<file path="src/shared/rivs_defs.vh">
// Constants for the reset and interrupt vector address selector
`ifndef RIVS_DEFS_VH
`define RIVS_DEFS_VH

// ----------------------------------------------------------------
// Widths and counts
// ----------------------------------------------------------------
`define RIVS_AW 14
`define RIVS_NSRC 25
`define RIVS_IDW 5

// ----------------------------------------------------------------
// Addresses (program words)
// ----------------------------------------------------------------
`define RIVS_RESET_ADDR 14'h0000
`define RIVS_BOOT_ADDR_NARROW 14'h0C00
`define RIVS_BOOT_ADDR_WIDE 14'h1C00
`define RIVS_APP_BASE 14'h0000

// ----------------------------------------------------------------
// Vector numbering and fuse encoding
// ----------------------------------------------------------------
`define RIVS_FIRST_IRQ_VEC 5'h02
`define RIVS_FUSE_PROGRAMMED 1'b0

// ----------------------------------------------------------------
// Control register fields and reset values
// ----------------------------------------------------------------
`define RIVS_CCR_CE_BIT 0
`define RIVS_CCR_SEL_BIT 1
`define RIVS_SEL_RESET 1'b0
`define RIVS_CE_WINDOW 3'h4
// Edges after reset release before the straps are taken
`define RIVS_STRAP_WAIT 2'h2

`endif

</file>
<file path="src/verilog/rivs_prio_enc.v">
// Fixed-priority encoder: lowest set request index wins
`timescale 1ns/1ns
module rivs_prio_enc #(
  parameter WIDTH = 25,
  parameter IDW = 5
) (
  // Requests
  input wire [WIDTH-1:0] req,
  // Winner
  output reg found,
  output reg [IDW-1:0] index
);

  integer i;

  // Scan from the top so the lowest index is the last to assign
  always @* begin
    found = 1'b0;
    index = {IDW{1'b0}};
    for (i = WIDTH - 1; i >= 0; i = i - 1) begin
      if (req[i]) begin
        found = 1'b1;
        index = i[IDW-1:0];
      end
    end
  end

endmodule

</file>
<file path="src/verilog/rivs_vector_sel.v">
// Reset and interrupt vector address selector with vector table move guard
`timescale 1ns/1ns
`include "rivs_defs.vh"

module rivs_vector_sel (
  // Clock, reset, enable
  input wire clk,
  input wire rst,
  input wire ce,
  // Straps from pins
  input wire boot_reset_fuse,
  input wire variant_wide,
  // Control register write and retire strobe from the core
  input wire ccr_wr,
  input wire [1:0] ccr_wdata,
  input wire instr_done,
  // Interrupt requests, bit 0 is vector 2
  input wire [`RIVS_NSRC-1:0] irq_req,
  // Addresses and grant to the core
  output reg [`RIVS_AW-1:0] reset_addr,
  output reg [`RIVS_AW-1:0] vector_addr,
  output reg irq_valid,
  output reg [`RIVS_IDW-1:0] irq_vec_num,
  // Control state
  output wire vector_table_select,
  output wire vector_change_enable,
  output wire irq_block
);

  // ----------------------------------------------------------------
  // Guard states
  // ----------------------------------------------------------------
  localparam ST_IDLE = 2'b00;
  localparam ST_WINDOW = 2'b01;
  localparam ST_AFTER = 2'b10;

  reg [1:0] fuse_meta_q;
  reg [1:0] wide_meta_q;
  reg fuse_q;
  reg wide_q;
  reg strap_taken_q;
  reg [1:0] strap_cnt_q;
  reg sel_q;
  reg sel_d;
  reg ce_bit_q;
  reg ce_bit_d;
  reg [1:0] st_q;
  reg [1:0] st_d;
  reg [2:0] win_q;
  reg [2:0] win_d;
  wire [`RIVS_AW-1:0] boot_addr;
  wire [`RIVS_AW-1:0] table_base;
  wire [`RIVS_NSRC-1:0] req_gated;
  wire found;
  wire [`RIVS_IDW-1:0] win_idx;
  wire [`RIVS_AW-1:0] idx_ext;
  wire [`RIVS_AW-1:0] slot_off;

  // ----------------------------------------------------------------
  // Strap synchronisers and capture after reset release
  // ----------------------------------------------------------------
  // Straps come from pins, so two flops before any use
  always @(posedge clk) begin
    if (rst) begin
      fuse_meta_q <= 2'h3;
      wide_meta_q <= 2'h0;
    end else if (ce) begin
      fuse_meta_q <= {fuse_meta_q[0], boot_reset_fuse};
      wide_meta_q <= {wide_meta_q[0], variant_wide};
    end
  end

  // Fuse is read once per reset; mid-run changes must not move the reset entry
  // Capture waits until the pin value has passed both stages, not their reset value
  always @(posedge clk) begin
    if (rst) begin
      fuse_q <= 1'b1;
      wide_q <= 1'b0;
      strap_taken_q <= 1'b0;
      strap_cnt_q <= 2'h0;
    end else if (ce && !strap_taken_q) begin
      if (strap_cnt_q == `RIVS_STRAP_WAIT) begin
        fuse_q <= fuse_meta_q[1];
        wide_q <= wide_meta_q[1];
        strap_taken_q <= 1'b1;
      end else begin
        strap_cnt_q <= strap_cnt_q + 2'h1;
      end
    end
  end

  // ----------------------------------------------------------------
  // Vector table move sequence
  // ----------------------------------------------------------------
  // Select only changes inside the enable window, guarding stray writes
  always @* begin
    st_d = st_q;
    win_d = win_q;
    sel_d = sel_q;
    ce_bit_d = ce_bit_q;
    case (st_q)
      ST_IDLE: begin
        if (ccr_wr && ccr_wdata[`RIVS_CCR_CE_BIT]) begin
          ce_bit_d = 1'b1;
          win_d = `RIVS_CE_WINDOW;
          st_d = ST_WINDOW;
        end
      end
      ST_WINDOW: begin
        if (ccr_wr && !ccr_wdata[`RIVS_CCR_CE_BIT]) begin
          sel_d = ccr_wdata[`RIVS_CCR_SEL_BIT];
          ce_bit_d = 1'b0;
          st_d = ST_AFTER;
        end else if (ccr_wr) begin
          win_d = `RIVS_CE_WINDOW;
        end else if (win_q == 3'h1) begin
          // No select write came: window closes, blocking ends
          ce_bit_d = 1'b0;
          win_d = 3'h0;
          st_d = ST_IDLE;
        end else begin
          win_d = win_q - 3'h1;
        end
      end
      ST_AFTER: begin
        // Hold off until the instruction after the select write retires
        if (instr_done) begin
          st_d = ST_IDLE;
        end
      end
      default: begin
        st_d = ST_IDLE;
        ce_bit_d = 1'b0;
      end
    endcase
  end

  always @(posedge clk) begin
    if (rst) begin
      st_q <= ST_IDLE;
      win_q <= 3'h0;
      sel_q <= `RIVS_SEL_RESET;
      ce_bit_q <= 1'b0;
    end else if (ce) begin
      st_q <= st_d;
      win_q <= win_d;
      sel_q <= sel_d;
      ce_bit_q <= ce_bit_d;
    end
  end

  assign vector_table_select = sel_q;
  assign vector_change_enable = ce_bit_q;
  // Blocks from the enable cycle on; the core's global flag is never touched
  assign irq_block = (st_q != ST_IDLE);

  // ----------------------------------------------------------------
  // Priority choice
  // ----------------------------------------------------------------
  assign req_gated = irq_block ? {`RIVS_NSRC{1'b0}} : irq_req;

  rivs_prio_enc #(
    .WIDTH(`RIVS_NSRC),
    .IDW(`RIVS_IDW)
  ) u_prio (
    .req(req_gated),
    .found(found),
    .index(win_idx)
  );

  // ----------------------------------------------------------------
  // Address arithmetic
  // ----------------------------------------------------------------
  // Boot start depends on the variant; narrow part uses a 2K boot section
  assign boot_addr = wide_q ? `RIVS_BOOT_ADDR_WIDE : `RIVS_BOOT_ADDR_NARROW;
  // Table moves as a whole, each entry keeps its offset
  assign table_base = sel_q ? boot_addr : `RIVS_APP_BASE;
  // Slot of vector n sits (n-1) entries in; index 0 is vector 2
  assign idx_ext = {{(`RIVS_AW-`RIVS_IDW){1'b0}}, win_idx} + 14'h0001;
  // Two words per entry in the wide variant, one in the narrow
  assign slot_off = wide_q ? {idx_ext[`RIVS_AW-2:0], 1'b0} : idx_ext;

  // Outputs registered so the core sees stable values
  always @(posedge clk) begin
    if (rst) begin
      reset_addr <= `RIVS_RESET_ADDR;
      vector_addr <= `RIVS_APP_BASE;
      irq_valid <= 1'b0;
      irq_vec_num <= 5'h00;
    end else if (ce) begin
      // Fuse zero means programmed, so reset enters the boot loader
      if (fuse_q == `RIVS_FUSE_PROGRAMMED) begin
        reset_addr <= boot_addr;
      end else begin
        reset_addr <= `RIVS_RESET_ADDR;
      end
      // Fixed map: every source lands at base plus its slot
      vector_addr <= table_base + slot_off;
      irq_valid <= found;
      irq_vec_num <= win_idx + `RIVS_FIRST_IRQ_VEC;
    end
  end

endmodule

</file>
<file path="config.mk">
export PLATFORM = sky130hd
export DESIGN_NAME = rivs_vector_sel
export DESIGN_NICKNAME = d
export VERILOG_FILES = /design/src/verilog/rivs_prio_enc.v /design/src/verilog/rivs_vector_sel.v
export VERILOG_INCLUDE_DIRS = /design/src /design/src/shared
export SDC_FILE = /design/constraint.sdc
export NUM_CORES = 1
export LEC_CHECK = 0
export BUFFER_PORTS_ARGS = -buffer_cell sky130_fd_sc_hd__buf_2
export CAP_MARGIN = 20
export CORE_MARGIN = 4
export CORE_UTILIZATION = 45
export DETAILED_ROUTE_END_ITERATION = 16
export PLACE_DENSITY = 0.84
export REMOVE_ABC_BUFFERS = 1
export SYNTH_ARGS = -nofsm -noshare
export SYNTH_HDL_FRONTEND = slang
export SYNTH_HIERARCHICAL = 1
export SYNTH_SLANG_ARGS = --single-unit
export TNS_END_PERCENT = 5
</file>
<file path="constraint.sdc">
create_clock -name clk -period 2.8 [get_ports clk]
set_input_delay 0.28 -clock clk [delete_from_list [all_inputs] [get_ports clk]]
set_output_delay 0.28 -clock clk [all_outputs]
set_load 0.01 [all_outputs]
</file>
### Word level (Yosys, flattened, before mapping)

Cells that the tools add are included.

* output and inout bits: 37
* input port bits: 34
* bits in registers: 50

* muxes and demuxes: 71
* reduce and logical (&&, ||, !) cells: 14
* bitwise operators: 2
* equality and inequality tests: 9
* add/subtract/negate cells: 5

Operators by type and width (count)
* 2-to-1 mux 5 bit: 25
* 2-to-1 mux 13 bit: 3
* 2-to-1 mux 1 bit: 29
* 2-to-1 mux 25 bit: 1
* adder 13 x 7 -> 14 bit: 1
* 2-to-1 mux 3 bit: 4
* 2-to-1 mux 2 bit: 5
* AND reduction 5 bit: 2
* 2-to-1 mux 7 bit: 1
* adder 5 x 1 -> 6 bit, second input constant: 1
* != test 2 bit, second input constant: 3
* != test 3 bit, second input constant: 2
* case mux 2 bit (3 select lines): 1
* case mux 3 bit (2 select lines): 1
* adder 5 x 2 -> 5 bit, second input constant: 1
* == test 2 bit, second input constant: 2
* AND reduction 2 bit: 2
* AND reduction 4 bit: 1
* nonzero test 2 bit: 2
* == test 3 x 1 -> 1 bit, second input constant: 1
* logical AND 1 bit: 3
* case mux 1 bit (3 select lines): 1
* AND reduction 3 bit: 1
* subtractor 3 x 1 -> 3 bit, second input constant: 1
* 5 further kinds: 7

### Depth between registers and ports, before layout

Gate-level depths: netlist of run 1.

* word-level depth: 30
* mapped depth: 12

### Cells and area by module

Netlist of run 1, hierarchy kept.

By module, submodules not included
* rivs_vector_sel: cells an instance 209, area each 1796.7 sq um, instances 1
* rivs_prio_enc: cells an instance 49, area each 295.3 sq um, instances 1

### Worst setup path before layout of run 1

OpenSTA, ideal clock, no wires.

* path kind: reg-to-reg
* start point: register st_q[0]
* end point: register vector_addr[4]
* period minus slack after synthesis: 2.834 ns
* stages on the path, launching flop included: 12
* arrival: 2.700 ns
* setup time: 0.134 ns
* path buffers: 2
* required time: 2.666 ns
* setup slack: -0.034 ns
* path through: dfxtp_1 -> buf_2 -> nor2_1 -> clkbuf_1 -> and2_1 -> nor2_1 -> o311a_1 -> a2111oi_1 -> ha_1 -> nand3_1 -> xor2_1 -> o221ai_1

* elaborated cells between the ends (all ways): 30
* classes of those cells: add/sub (2); mux (27); reduce/logical (1)

RTL lines
* start, declared: RTL line rivs_vector_sel.v:47 `reg [1:0] st_q;`
* start signal, assigned: RTL line rivs_vector_sel.v:145 `st_q <= st_d;`
* nonzero test 2 bit: RTL line rivs_vector_sel.v:155 `assign irq_block = (st_q != ST_IDLE);`
* 2-to-1 mux 25 bit: RTL line rivs_vector_sel.v:160 `` assign req_gated = irq_block ? {`RIVS_NSRC{1'b0}} : irq_req; ``
* named net req_gated[10]: RTL line rivs_vector_sel.v:53 `` wire [`RIVS_NSRC-1:0] req_gated; ``
* 2-to-1 mux 5 bit (11 in a row): RTL line rivs_prio_enc.v:21 `if (req[i]) begin`
* named net win_idx[1]: RTL line rivs_vector_sel.v:55 `` wire [`RIVS_IDW-1:0] win_idx; ``
* adder 5 x 1 -> 6 bit: RTL line rivs_vector_sel.v:179 `` assign idx_ext = {{(`RIVS_AW-`RIVS_IDW){1'b0}}, win_idx} + 14'h0001; ``
* 2-to-1 mux 7 bit: RTL line rivs_vector_sel.v:181 `` assign slot_off = wide_q ? {idx_ext[`RIVS_AW-2:0], 1'b0} : idx_ext; ``
* adder 13 x 7 -> 14 bit: RTL line rivs_vector_sel.v:198 `vector_addr <= table_base + slot_off;`
* end signal, assigned: RTL line rivs_vector_sel.v:187 `` vector_addr <= `RIVS_APP_BASE; ``
* end signal, assigned: RTL line rivs_vector_sel.v:198
* end, declared: RTL line rivs_vector_sel.v:21 `` output reg [`RIVS_AW-1:0] vector_addr, ``

The timed path passes the listed nets, and every way through them passes these cells.
A chain may end at the register's enable or synchronous reset.

### Worst setup path after layout of run 1

* start point: register st_q[0]
* end point: register vector_addr[3]

* elaborated cells between the ends (all ways): 30
* classes of those cells: add/sub (2); mux (27); reduce/logical (1)

RTL lines (RTL line)
* nonzero test 2 bit: rivs_vector_sel.v:155
* 2-to-1 mux 25 bit: rivs_vector_sel.v:160
* named net req_gated[19]: rivs_vector_sel.v:53
* 2-to-1 mux 5 bit (20 in a row): rivs_prio_enc.v:21
* named net win_idx[2]: rivs_vector_sel.v:55
* adder 5 x 1 -> 6 bit: rivs_vector_sel.v:179
* 2-to-1 mux 7 bit: rivs_vector_sel.v:181
* adder 13 x 7 -> 14 bit: rivs_vector_sel.v:198

The timed path passes the listed nets, and every way through them passes these cells.

==> out/qor.yml, run 1 <==
critPathMaxStageDelay_ps: 490
die_h_um: 76.2
syn_area_per_cell_um2: 8.11
design.core.area_mm2: 0.00441
worstPathRequired_ps: 2960
slew_violations: 0
die_w_um: 76.2
fin_cells: 378
timing.rr.start: "st_q[0]$_SDFFE_PP0P_"
p_per_area_mw_per_mm2: 470
cp-startpoint: "st_q[0]$_SDFFE_PP0P_"
ioPinCount: 71
r2r_cells: 12
grt_pass1_vias: 1892
combPwrFrac_pct: 21.0
rsz0062_at_grt: "no"
worst-setup-path-type: "register to register"
hold_viol_final: 0
cts_sinks: 33
clockBufferDepth: 2
drtIter0Drc: 115
reg2reg_setup_slack_ps: 240
end_kind: "register"
finalCritPeriodShare_pct: 91.4
clkPwrFrac_pct: 37.4
synthCells: 258
diodes: 0
syn_to_final_growth_pct: 23.9
dp_slack_ps: 223
wl_um: 4750
worst_slack_ps: 241
ant_nets: 0
numCtsBuffers: 5
seqPwrFrac_pct: 41.6
hold_path_depth: 3
cp_cell_sequence: "nor2_1 > buf_12 > and2_1 > buf_4 > or4_1 > o21ai_0 > nand3_1 > a21boi_2 > ha_2 > a21boi_0 > nor3_1 > o32ai_1"
grt_max_degree: 28
layout.nets: 364
swShare_pct: 25.9
synth_edf_count: 0
dieArea_mm2: 0.00580
vias: 1966
cts_tree: "built"
drv_cap: 0
dr.pass1.iters: 5
globalplace.congestion: 0.875
hold_end: "fuse_meta_q[0]$_SDFFE_PP1P_"
critPathSlowestCell: "or4_1"
postSynth.asyncResetShare_pct: 0
final_layout_size_suffix_gt1_share_pct: 27.3
antenna_found_initial: 0
intPower_mw: 0.903
ys_types: 49
max_freq_ghz: 0.391
overflow: 0
rows: 24
path_max_fanout: 26
hpwl_um: 3620
start_util_pct: 47.4
cts_hold_buf: 0
drc: 0
crit_family: "simple AND/OR/NAND/NOR gates"
min_path_type: "input pin to register"
place_inst: 370
status: "complete, no violations"
grt_pass1_wl_um: 8000
cp_data_arrival_time_ps: 2720
startpoint_type: "register"
fin_crit_ps: 2560
htreeDepth: 2
tightest_slew_ps: 610
cts_resized: 0
p_leak_nw: 1.19
yosysWarnings: 6
setup_viol: 0
ys_ff_latch: 33
slew_headroom_pct: 59.0
post-route-util_pct: 58.7
peakVddDrop_v: 0.000194
holdWs_ps: 216
wl_per_cell_um: 12.6
cts_setup_buffers: 0
worstSetupPathDepth: 12
synth_ff_type: "dfxtp_1"
switchingPower_mw: 0.316
seq_area_frac_synth_pct: 31.6
grt_use_total_pct: 16.0
cts_root_buffer: "clkbuf_8"
worstSkewPairLatency_ps: 280
critPathBufInv: 2
hold_start: "boot_reset_fuse"
io_buffers: 55
rr_endpoint: "vector_addr[3]$_SDFFE_PP0P_"
path_clk_slew_ps: 60
skew_ps: 5.09
avgViaCountPerCell: 5.20
netlist_area_mm2: 0.00209
-- through the flow --
step	TNS [ps]	cell area (um2)	total power, mW
floorplan	-667	1960	0.661
CTS	0	2580	1.22
finish	0	2590	1.22
global placement	0	2460	0.759
global route	0	2590	1.28
detailed placement	0	2460	0.768
-- layer usage --
| metal | share of wire (%) | global-route usage [%] | up-vias |
|---|---|---|---|
| met5 | 0 | 0 | - |
| met4 | 0.59 | 4.20 | 0 |
| met3 | 5.0 | 4.02 | 5 |
| met2 | 51 | 28.9 | 50 |
| met1 | 43 | 18.8 | 902 |
| li1 | - | - | 1009 |
-- worst register-to-register path: stages (launching register included) --
cell and delay, ps:
dfxtp_1 330, nor2_1 70, buf_12 150, and2_1 190, buf_4 140, or4_1 490, o21ai_0 160, nand3_1 120
a21boi_2 180, ha_2 220, a21boi_0 110, nor3_1 180, o32ai_1 100
-- flip-flops by register name, indices dropped and copies added, names as in the netlist --
register and flops:
irq_vec_num 5, wide_meta_q 2, vector_addr 9, irq_valid 1
reset_addr 2, st_q 2, win_q 3, vector_table_select 1
strap_taken_q 1, fuse_q 1, strap_cnt_q 2, wide_q 1
fuse_meta_q 2, vector_change_enable 1
-- Yosys cell counts, types with 3 or more instances --
| master | instances | area (um2) |
|---|---|---|
| nor3b_1 | 3 | 22.5 |
| and2_1 | 27 | 169 |
| a21oi_1 | 7 | 35.0 |
| nand2b_1 | 5 | 31.3 |
| xor2_1 | 3 | 26.3 |
| nand4_1 | 3 | 18.8 |
| buf_4 | 18 | 135 |
| nor4_1 | 6 | 37.5 |
| inv_1 | 17 | 63.8 |
| or4_1 | 3 | 22.5 |
| o21ai_0 | 5 | 25.0 |
| dfxtp_1 | 33 | 661 |
| clkbuf_1 | 6 | 22.5 |
| nand2_1 | 7 | 26.3 |
| ha_1 | 5 | 62.6 |
| nor2_1 | 27 | 101 |
| buf_2 | 5 | 25.0 |
| nand3_1 | 7 | 35.0 |
| o22ai_1 | 3 | 18.8 |
| nand3b_1 | 4 | 30.0 |
| o21bai_1 | 3 | 22.5 |
| mux2i_1 | 13 | 130 |
| a211oi_1 | 5 | 37.5 |
| nor2b_1 | 5 | 31.3 |
| o211ai_1 | 4 | 30.0 |
| nor3_1 | 6 | 30.0 |
-- power by group through the flow --
stage,Clock [mW],Sequential [mW],Combinational (mW)
final,0.456,0.506,0.256
after global routing,0.484,0.509,0.285
after CTS,0.465,0.506,0.253
after detailed placement,0,0.517,0.251
after global placement,0,0.516,0.243
after floorplan,0,0.520,0.140
-- kinds of logic (layout without fill, tap and decap cells) --
logic type / count (synthesis) / after routing / synth area share (%)
compound gates: 45 / 45 / 15.3
fa+ha+maj: 5 / 5 / 2.99
buf+inv: 46 / 100 / 11.8
simple gates: 110 / 110 / 29.9
xor+xnor: 5 / 5 / 2.09
other cells: 1 / 15 / 0.179
flops: 33 / 33 / 31.6
mux: 13 / 13 / 6.22
-- layout by cell type (no fill, tap or decap), types with 7 or more instances in the layout --
cell type  count
mux2i_1       13
and2_1        27
nor2_1        27
nand3_1        7
conb_1        15
buf_2         55
inv_1         17
dfxtp_1       33
nand2_1        7
a21oi_1        7
buf_4         19
-- worst max-delay path by stage --
stage / end / slack, ps
floorplan: vector_addr[4]$_SDFFE_PP0P_ / -160
global placement: vector_addr[3]$_SDFFE_PP0P_ / 260
detailed placement: vector_addr[3]$_SDFFE_PP0P_ / 220
CTS: vector_addr[3]$_SDFFE_PP0P_ / 210
global route: vector_addr[5]$_SDFFE_PP0P_ / 0.5
finish: vector_addr[3]$_SDFFE_PP0P_ / 240
-- area by class of cell --
cell class	instances	area [um2]
Inverter	17	63.8
Timing Repair Buffer	75	438
Clock inverter	1	30.0
Tap cell	52	65.1
Multi-Input combinational cell	193	1250
Sequential cell	33	661
Fill cell	407	1820
Clock buffer	7	86.3
Note: power is estimated with default switching activity, not from simulation.
==> run 2: changes to the inputs <==
Settings changed: ABC_AREA set to 1, CORE_UTILIZATION 45 to 46, HOLD_SLACK_MARGIN set to 0.03.
==> out/qor.yml, run 2 <==
status: "complete, no violations"
grt_use_total_pct: 15.5  # -0.59 points
synth_largest_area_cell: "dfxtp_1"
globalplace.congestion: 0.837  # -4.4%
synth_top_area_share_pct: 29.7  # -1.9 points
setup_viol: 0  # unchanged
design_area_mm2: 0.00269  # +3.7%
p_per_area_mw_per_mm2: 573  # +22%
antenna_found_initial: 0  # unchanged
holdWs_ps: 201  # -14.5 ps
cts_root_buffer: "clkbuf_8"
power_mw: 1.54  # +26%
ant_nets: 0  # unchanged
syn_area_per_cell_um2: 6.21  # -23%
cp_data_arrival_time_ps: 2960  # +240 ps
rows: 25  # +4.2%
final_common_cell: "nand2_1"
largest_register_ffs: 9  # unchanged
regArea_um2: 662  # +0.19%
hold_start: "boot_reset_fuse"
critPathMaxStageDelay_ps: 330  # -160 ps
post-route-util_pct: 57.3  # -1.5 points
hold_path_depth: 3  # unchanged
timing.rr.start: "st_q[0]$_SDFFE_PP0P_"
min_path_type: "input pin to register"
wl_met3_um: 270  # +14%
dr.pass1.iters: 4  # -1
regMostFlops: "vector_addr"
yosysWarnings: 6  # unchanged
reg2reg_setup_slack_ps: 60  # -180 ps
wl_met2_um: 2270  # -6.3%
die_h_um: 77.5  # +1.8%
design.core.area_mm2: 0.00469  # +6.3%
ys_types: 35  # -29%
critPathSlowestCell: "dfxtp_2"
final_layout_size_suffix_gt1_share_pct: 24.3  # -3.0 points
htreeDepth: 2  # unchanged
postSynth.asyncResetShare_pct: 0  # unchanged
hold_viol_final: 0  # unchanged
dieArea_mm2: 0.00601  # +3.5%
yosys-top-cells-area: "dfxtp_1 (30%), nand2_1 (13%), nor2_1 (11%)"
hpwl_um: 3580  # -1.1%
fill_cells: 451  # +11%
layout.nets: 457  # +26%
startpoint_type: "register"
diodes: 0  # unchanged
hold_end: "fuse_meta_q[0]$_SDFFE_PP1P_"
rr_endpoint: "vector_addr[4]$_SDFFE_PP0P_"
multiInputGateArea_mm2: 0.00118  # -5.7%
critPathMostFrequentCell: "nand2_1"
cts_sinks: 33  # unchanged
drtIter0Drc: 87  # -24%
numCtsBuffers: 5  # unchanged
place_area_mm2: 0.00247  # +0.30%
path_clk_slew_ps: 70  # about the same
p_leak_nw: 1.48  # +24%
worstSkewPairLatency_ps: 290  # about the same
worst-setup-path-type: "register to register"
m1WireLength_um: 2130  # +3.4%
synthCells: 358  # +39%
overflow: 0  # unchanged
wl_per_cell_um: 10.1  # -20%
max_freq_ghz: 0.365  # -6.5%
rsz0062_at_grt: "yes"
most-common-layout-cells: "nand2_1 (75), inv_1 (63), nor2_1 (60), buf_2 (55), dfxtp_1 (32)"
cts_hold_buf: 0  # unchanged
drc: 0  # unchanged
avgViaCountPerCell: 4.64  # -11%
synth_edf_count: 0  # unchanged
seq_area_frac_synth_pct: 29.7  # -1.9 points
slew_headroom_pct: 66.2  # +7.2 points
start_util_pct: 47.4  # about the same
die_w_um: 77.5  # +1.8%
worstPathRequired_ps: 3030  # +70 ps
io_buffers: 55  # unchanged
tightest_slew_ps: 502  # -107 ps
synth_ff_type: "dfxtp_1"
wl_um: 4790  # +0.72%
synth.most_common_cell: "nand2_1"
cts_tree: "built"
top_layer_used: "met4"
vias: 2195  # +12%
fin_crit_ps: 2740  # +178 ps
end_kind: "register"
skew_ps: 5.87  # +0.781 ps
drv_cap: 0  # unchanged
r2r_cells: 27  # +15
reg_top3: "vector_addr (9), irq_vec_num (5), win_q (3)"
grt_pass1_vias: 1918  # +1.4%
syn_to_final_growth_pct: 20.9
synth_common_cells: "nand2_1 (75), nor2_1 (65), inv_1 (64), dfxtp_1 (33), a21oi_1 (18)"
peakVddDrop_v: 0.000368  # +90%
path_max_fanout: 6  # -77%
ioPinCount: 71  # unchanged
finalCritPeriodShare_pct: 97.7  # +6.4 points
clockBufferDepth: 2  # unchanged
slew_violations: 0  # unchanged
netlist_area_mm2: 0.00222  # +6.3%
grt_pass1_wl_um: 7770  # -2.9%
grt_max_degree: 25  # -11%
ys_ff_latch: 33  # unchanged
-- run 2: cell types whose count changed after synthesis, moves of 5 or more --
cell      change
nor2_1       +38
o21ai_0       +5
nand3_1       +6
and2_1       -27
nor2b_1       -5
nand2b_1      -5
inv_2         +6
mux2i_1      -13
inv_1        +47
nand2_1      +68
a21oi_1      +11
-- run 2: how the worst max path moves through the flow --
stage / startpoint / to / slack [ps] / cells after the start
after detailed placement: st_q[1]$_SDFFE_PP0P_ / vector_addr[4]$_SDFFE_PP0P_ / 90 / 26
after global placement: st_q[0]$_SDFFE_PP0P_ / vector_addr[4]$_SDFFE_PP0P_ / 220 / 19
after CTS: st_q[1]$_SDFFE_PP0P_ / vector_addr[4]$_SDFFE_PP0P_ / 70 / 26
final: st_q[0]$_SDFFE_PP0P_ / vector_addr[4]$_SDFFE_PP0P_ / 60 / 27
after floorplan: st_q[1]$_SDFFE_PP0P_ / vector_addr[4]$_SDFFE_PP0P_ / 120 / 18
after global routing: st_q[0]$_SDFFE_PP0P_ / vector_addr[4]$_SDFFE_PP0P_ / -180 / 27
-- run 2: cells by family after synthesis --
kind of cell               synth area share [%]
and+or+nand+nor                            32.7
other                                     0.169
buffers and inverters                      22.0
xor gates and xnor gates                   1.97
adders and majority gates                  2.81
DFF                                        29.7
AOI/OAI and AO/OA                          10.6
-- run 2: repair_timing --
action	CTS	global route
setup endpoints to repair	0	6
buffers inserted	0	4
resized for setup	0	23
-- run 2: routing by layer --
| metal | up-vias | global-route usage, % |
|---|---|---|
| met4 | 0 | 6.41 |
| met5 | - | 0 |
| li1 | 1184 | - |
| met2 | 59 | 26.8 |
| met3 | 13 | 3.25 |
| met1 | 939 | 18.5 |
-- run 2: worst max-delay path, delay by kind of cell (launching register included) --
kind | cells | cell delay, ps
DFF | 1 | 330
AOI/OAI and AO/OA | 3 | 450
buffers and inverters | 3 | 290
adders and majority gates | 1 | 180
xor gates and xnor gates | 1 | 220
and+or+nand+nor | 19 | 1190
-- run 2: final cells by class --
type                            instances  share of cell area [%]
Timing Repair Buffer                   65                    13.3
Clock buffer                            6                    3.07
Tap cell                               54                    2.51
Sequential cell                        33                    24.6
Multi-Input combinational cell        241                    43.8
Clock inverter                          2                    1.40
Inverter                               72                    11.3
-- run 2: metrics by stage --
step	TNS [ps]	std cells	setup slack (ps)
global placement	0	461	217
finish	0	473	63.0
floorplan	0	346	118
global route	-584	473	-179
detailed placement	0	461	91.7
CTS	0	469	74.9
-- run 2: power by group --
| group | switching, mW | internal [mW] | total [mW] |
|---|---|---|---|
| sequential | 0.0189 | 0.507 | 0.526 |
| clock | 0.179 | 0.289 | 0.468 |
| combinational | 0.321 | 0.227 | 0.547 |
| total | 0.518 | 1.02 | 1.54 |
==> run 3: changes to the inputs <==
Settings changed: CORE_UTILIZATION 46 to 50, PLACE_DENSITY 0.84 to 0.87.
Clock period 2.8 ns to 3 ns, I/O delays scaled along.
==> out/qor.yml, run 3 (synthesis results as in run 2) <==
syn_to_final_growth_pct: 15.0
max_freq_ghz: 0.372  # +1.8%
io_buffers: 55  # unchanged
cp_data_arrival_time_ps: 2900  # -60 ps
worst-setup-path-type: "register to register"
wl_per_cell_um: 9.86  # -2.6%
grt_pass1_vias: 1965  # +2.5%
p_per_area_mw_per_mm2: 497  # -13%
most-common-layout-cells: "nand2_1 (75), inv_1 (64), nor2_1 (63), buf_2 (55), dfxtp_1 (32)"
rows: 23  # -8.0%
cts_tree: "built"
place_area_mm2: 0.00244  # -1.4%
reg2reg_setup_slack_ps: 310  # +250 ps
skew_ps: 2.43  # -3.44 ps
path_max_fanout: 9  # +3
globalplace.congestion: 0.871  # +4.1%
critPathMostFrequentCell: "nand2_1"
end_kind: "register"
design_area_mm2: 0.00256  # -4.9%
overflow: 0  # unchanged
worst_slack_ps: 313  # +250 ps
critPathMaxStageDelay_ps: 350  # +20 ps
drtIter0Drc: 65  # -25%
swShare_pct: 34.8  # +1.2 points
cts_hold_buf: 0  # unchanged
dr.pass1.iters: 5  # +1
use_met3_pct: 4.94  # +1.7 points
ant_nets: 0  # unchanged
switchingPower_mw: 0.442  # -15%
avgViaCountPerCell: 4.64  # about the same
start_util_pct: 53.7  # +6.3 points
cts_root_buffer: "clkbuf_8"
hpwl_um: 3530  # -1.3%
htreeDepth: 2  # unchanged
drv_cap: 0  # unchanged
dp_slack_ps: 106  # +14.0 ps
diodes: 0  # unchanged
grt_max_degree: 25  # unchanged
setup_viol: 0  # unchanged
status: "complete, no violations"
antenna_found_initial: 0  # unchanged
startpoint_type: "register"
peakVddDrop_v: 0.000289  # -21%
busiest_layer: "met2"
hold_viol_final: 0  # unchanged
clkPwrFrac_pct: 25.9  # -4.4 points
fin_cells: 461  # -2.5%
combPwrFrac_pct: 35.2  # -0.3 points
use_met1_pct: 19.5  # +1.0 points
holdWs_ps: 228  # +26.7 ps
dieArea_mm2: 0.00558  # -7.2%
place_inst: 453  # -1.7%
grt_use_total_pct: 17.0  # +1.5 points
ioPinCount: 71  # unchanged
wl_um: 4540  # -5.1%
design.core.area_mm2: 0.00414  # -12%
tightest_slew_ps: 503  # +0.941 ps
fin_crit_ps: 2690  # -49.6 ps
die_w_um: 74.7  # -3.7%
globalRouteMet2Util_pct: 30.5  # +3.8 points
path_clk_slew_ps: 60  # about the same
drc: 0  # unchanged
p_leak_nw: 1.43  # -3.3%
finalCritPeriodShare_pct: 89.6  # -8.2 points
worstPathRequired_ps: 3210  # +180 ps
cts_sinks: 33  # unchanged
layout.nets: 450  # -1.5%
fill_cells: 407  # -9.8%
clockBufferDepth: 2  # unchanged
final_layout_size_suffix_gt1_share_pct: 21.4  # -2.9 points
intPower_mw: 0.829  # -19%
seqPwrFrac_pct: 38.9  # +4.8 points
grt_pass1_wl_um: 7600  # -2.2%
slew_violations: 0  # unchanged
regMostFlops: "vector_addr"
vias: 2139  # -2.6%
numCtsBuffers: 5  # unchanged
final_common_cell: "nand2_1"
worstSkewPairLatency_ps: 280  # about the same
reg_top3: "vector_addr (9), irq_vec_num (5), win_q (3)"
largest_register_ffs: 9  # unchanged
min_path_type: "input pin to register"
slew_headroom_pct: 66.4  # +0.21 points
critPathSlowestCell: "dfxtp_2"
die_h_um: 74.7  # -3.7%
## run 3: cell types whose count changed in the layout (fill, tap and decap cells not counted), moves of 2 or more
cell / previous run / this run
buf_4: 8 / 3
buf_6: 2 / 0
nor2_1: 60 / 63
nor2_4: 3 / 1
## run 3: layout make-up
type                       instances  area (um2)  share of cell area, %
tap                               50        62.6                   2.45
sequential                        33         662                   25.9
clock buffer                       7        86.3                   3.38
multi-input combinational        241        1150                   45.0
inverter                          72         298                   11.6
timing repair buffer              58         298                   11.6
## run 3: routing by layer
layer  share of wire [%]  wire (um)
met5                   0          0
met4                0.40         18
met3                 6.4        292
met2                  48       2190
met1                  45       2040
## run 3: per-stage QoR
stage | setup TNS [ps] | total power [mW] | util (%)
after floorplan | 0 | 0.822 | -
after global placement | 0 | 0.925 | 58.8
after detailed placement | 0 | 0.938 | 58.8
after CTS | 0 | 1.27 | 60.9
after global routing | -20.7 | 1.38 | 61.7
final | 0 | 1.27 | 61.7
## run 3: repair_timing
item / in CTS / in global routing
gates resized for setup: 0 / 7
endpoints found under the hold margin: 0 / 0
setup endpoints to repair: 0 / 7
buffers inserted: 0 / 1
## run 3: power groups by stage
stage | combinational [mW] | sequential, mW | clock [mW]
floorplan | 0.315 | 0.507 | 0
global placement | 0.425 | 0.500 | 0
detailed placement | 0.437 | 0.501 | 0
CTS | 0.438 | 0.492 | 0.336
global route | 0.521 | 0.498 | 0.358
finish | 0.448 | 0.494 | 0.329
## run 3: worst max-delay path, delay by kind of cell, from the launching register on
family / cells / cell delay [ps]
buffers and inverters: 2 / 160
adders and majority gates: 1 / 200
DFF: 1 / 350
and+or+nand+nor: 19 / 1330
AOI/OAI and AO/OA: 3 / 390
xor gates and xnor gates: 1 / 200
## run 3: path summary, 6_finish.rpt
| path | from | cells past startpoint | end |
|---|---|---|---|
| setup / recovery | st_q[1]$_SDFFE_PP0P_ | 26 | vector_addr[4]$_SDFFE_PP0P_ |
| hold / removal | boot_reset_fuse | 3 | fuse_meta_q[0]$_SDFFE_PP1P_ |
| setup reg to reg | st_q[1]$_SDFFE_PP0P_ | 26 | vector_addr[4]$_SDFFE_PP0P_ |
| hold reg to reg | fuse_meta_q[0]$_SDFFE_PP1P_ | 2 | fuse_meta_q[0]$_SDFFE_PP1P_ |
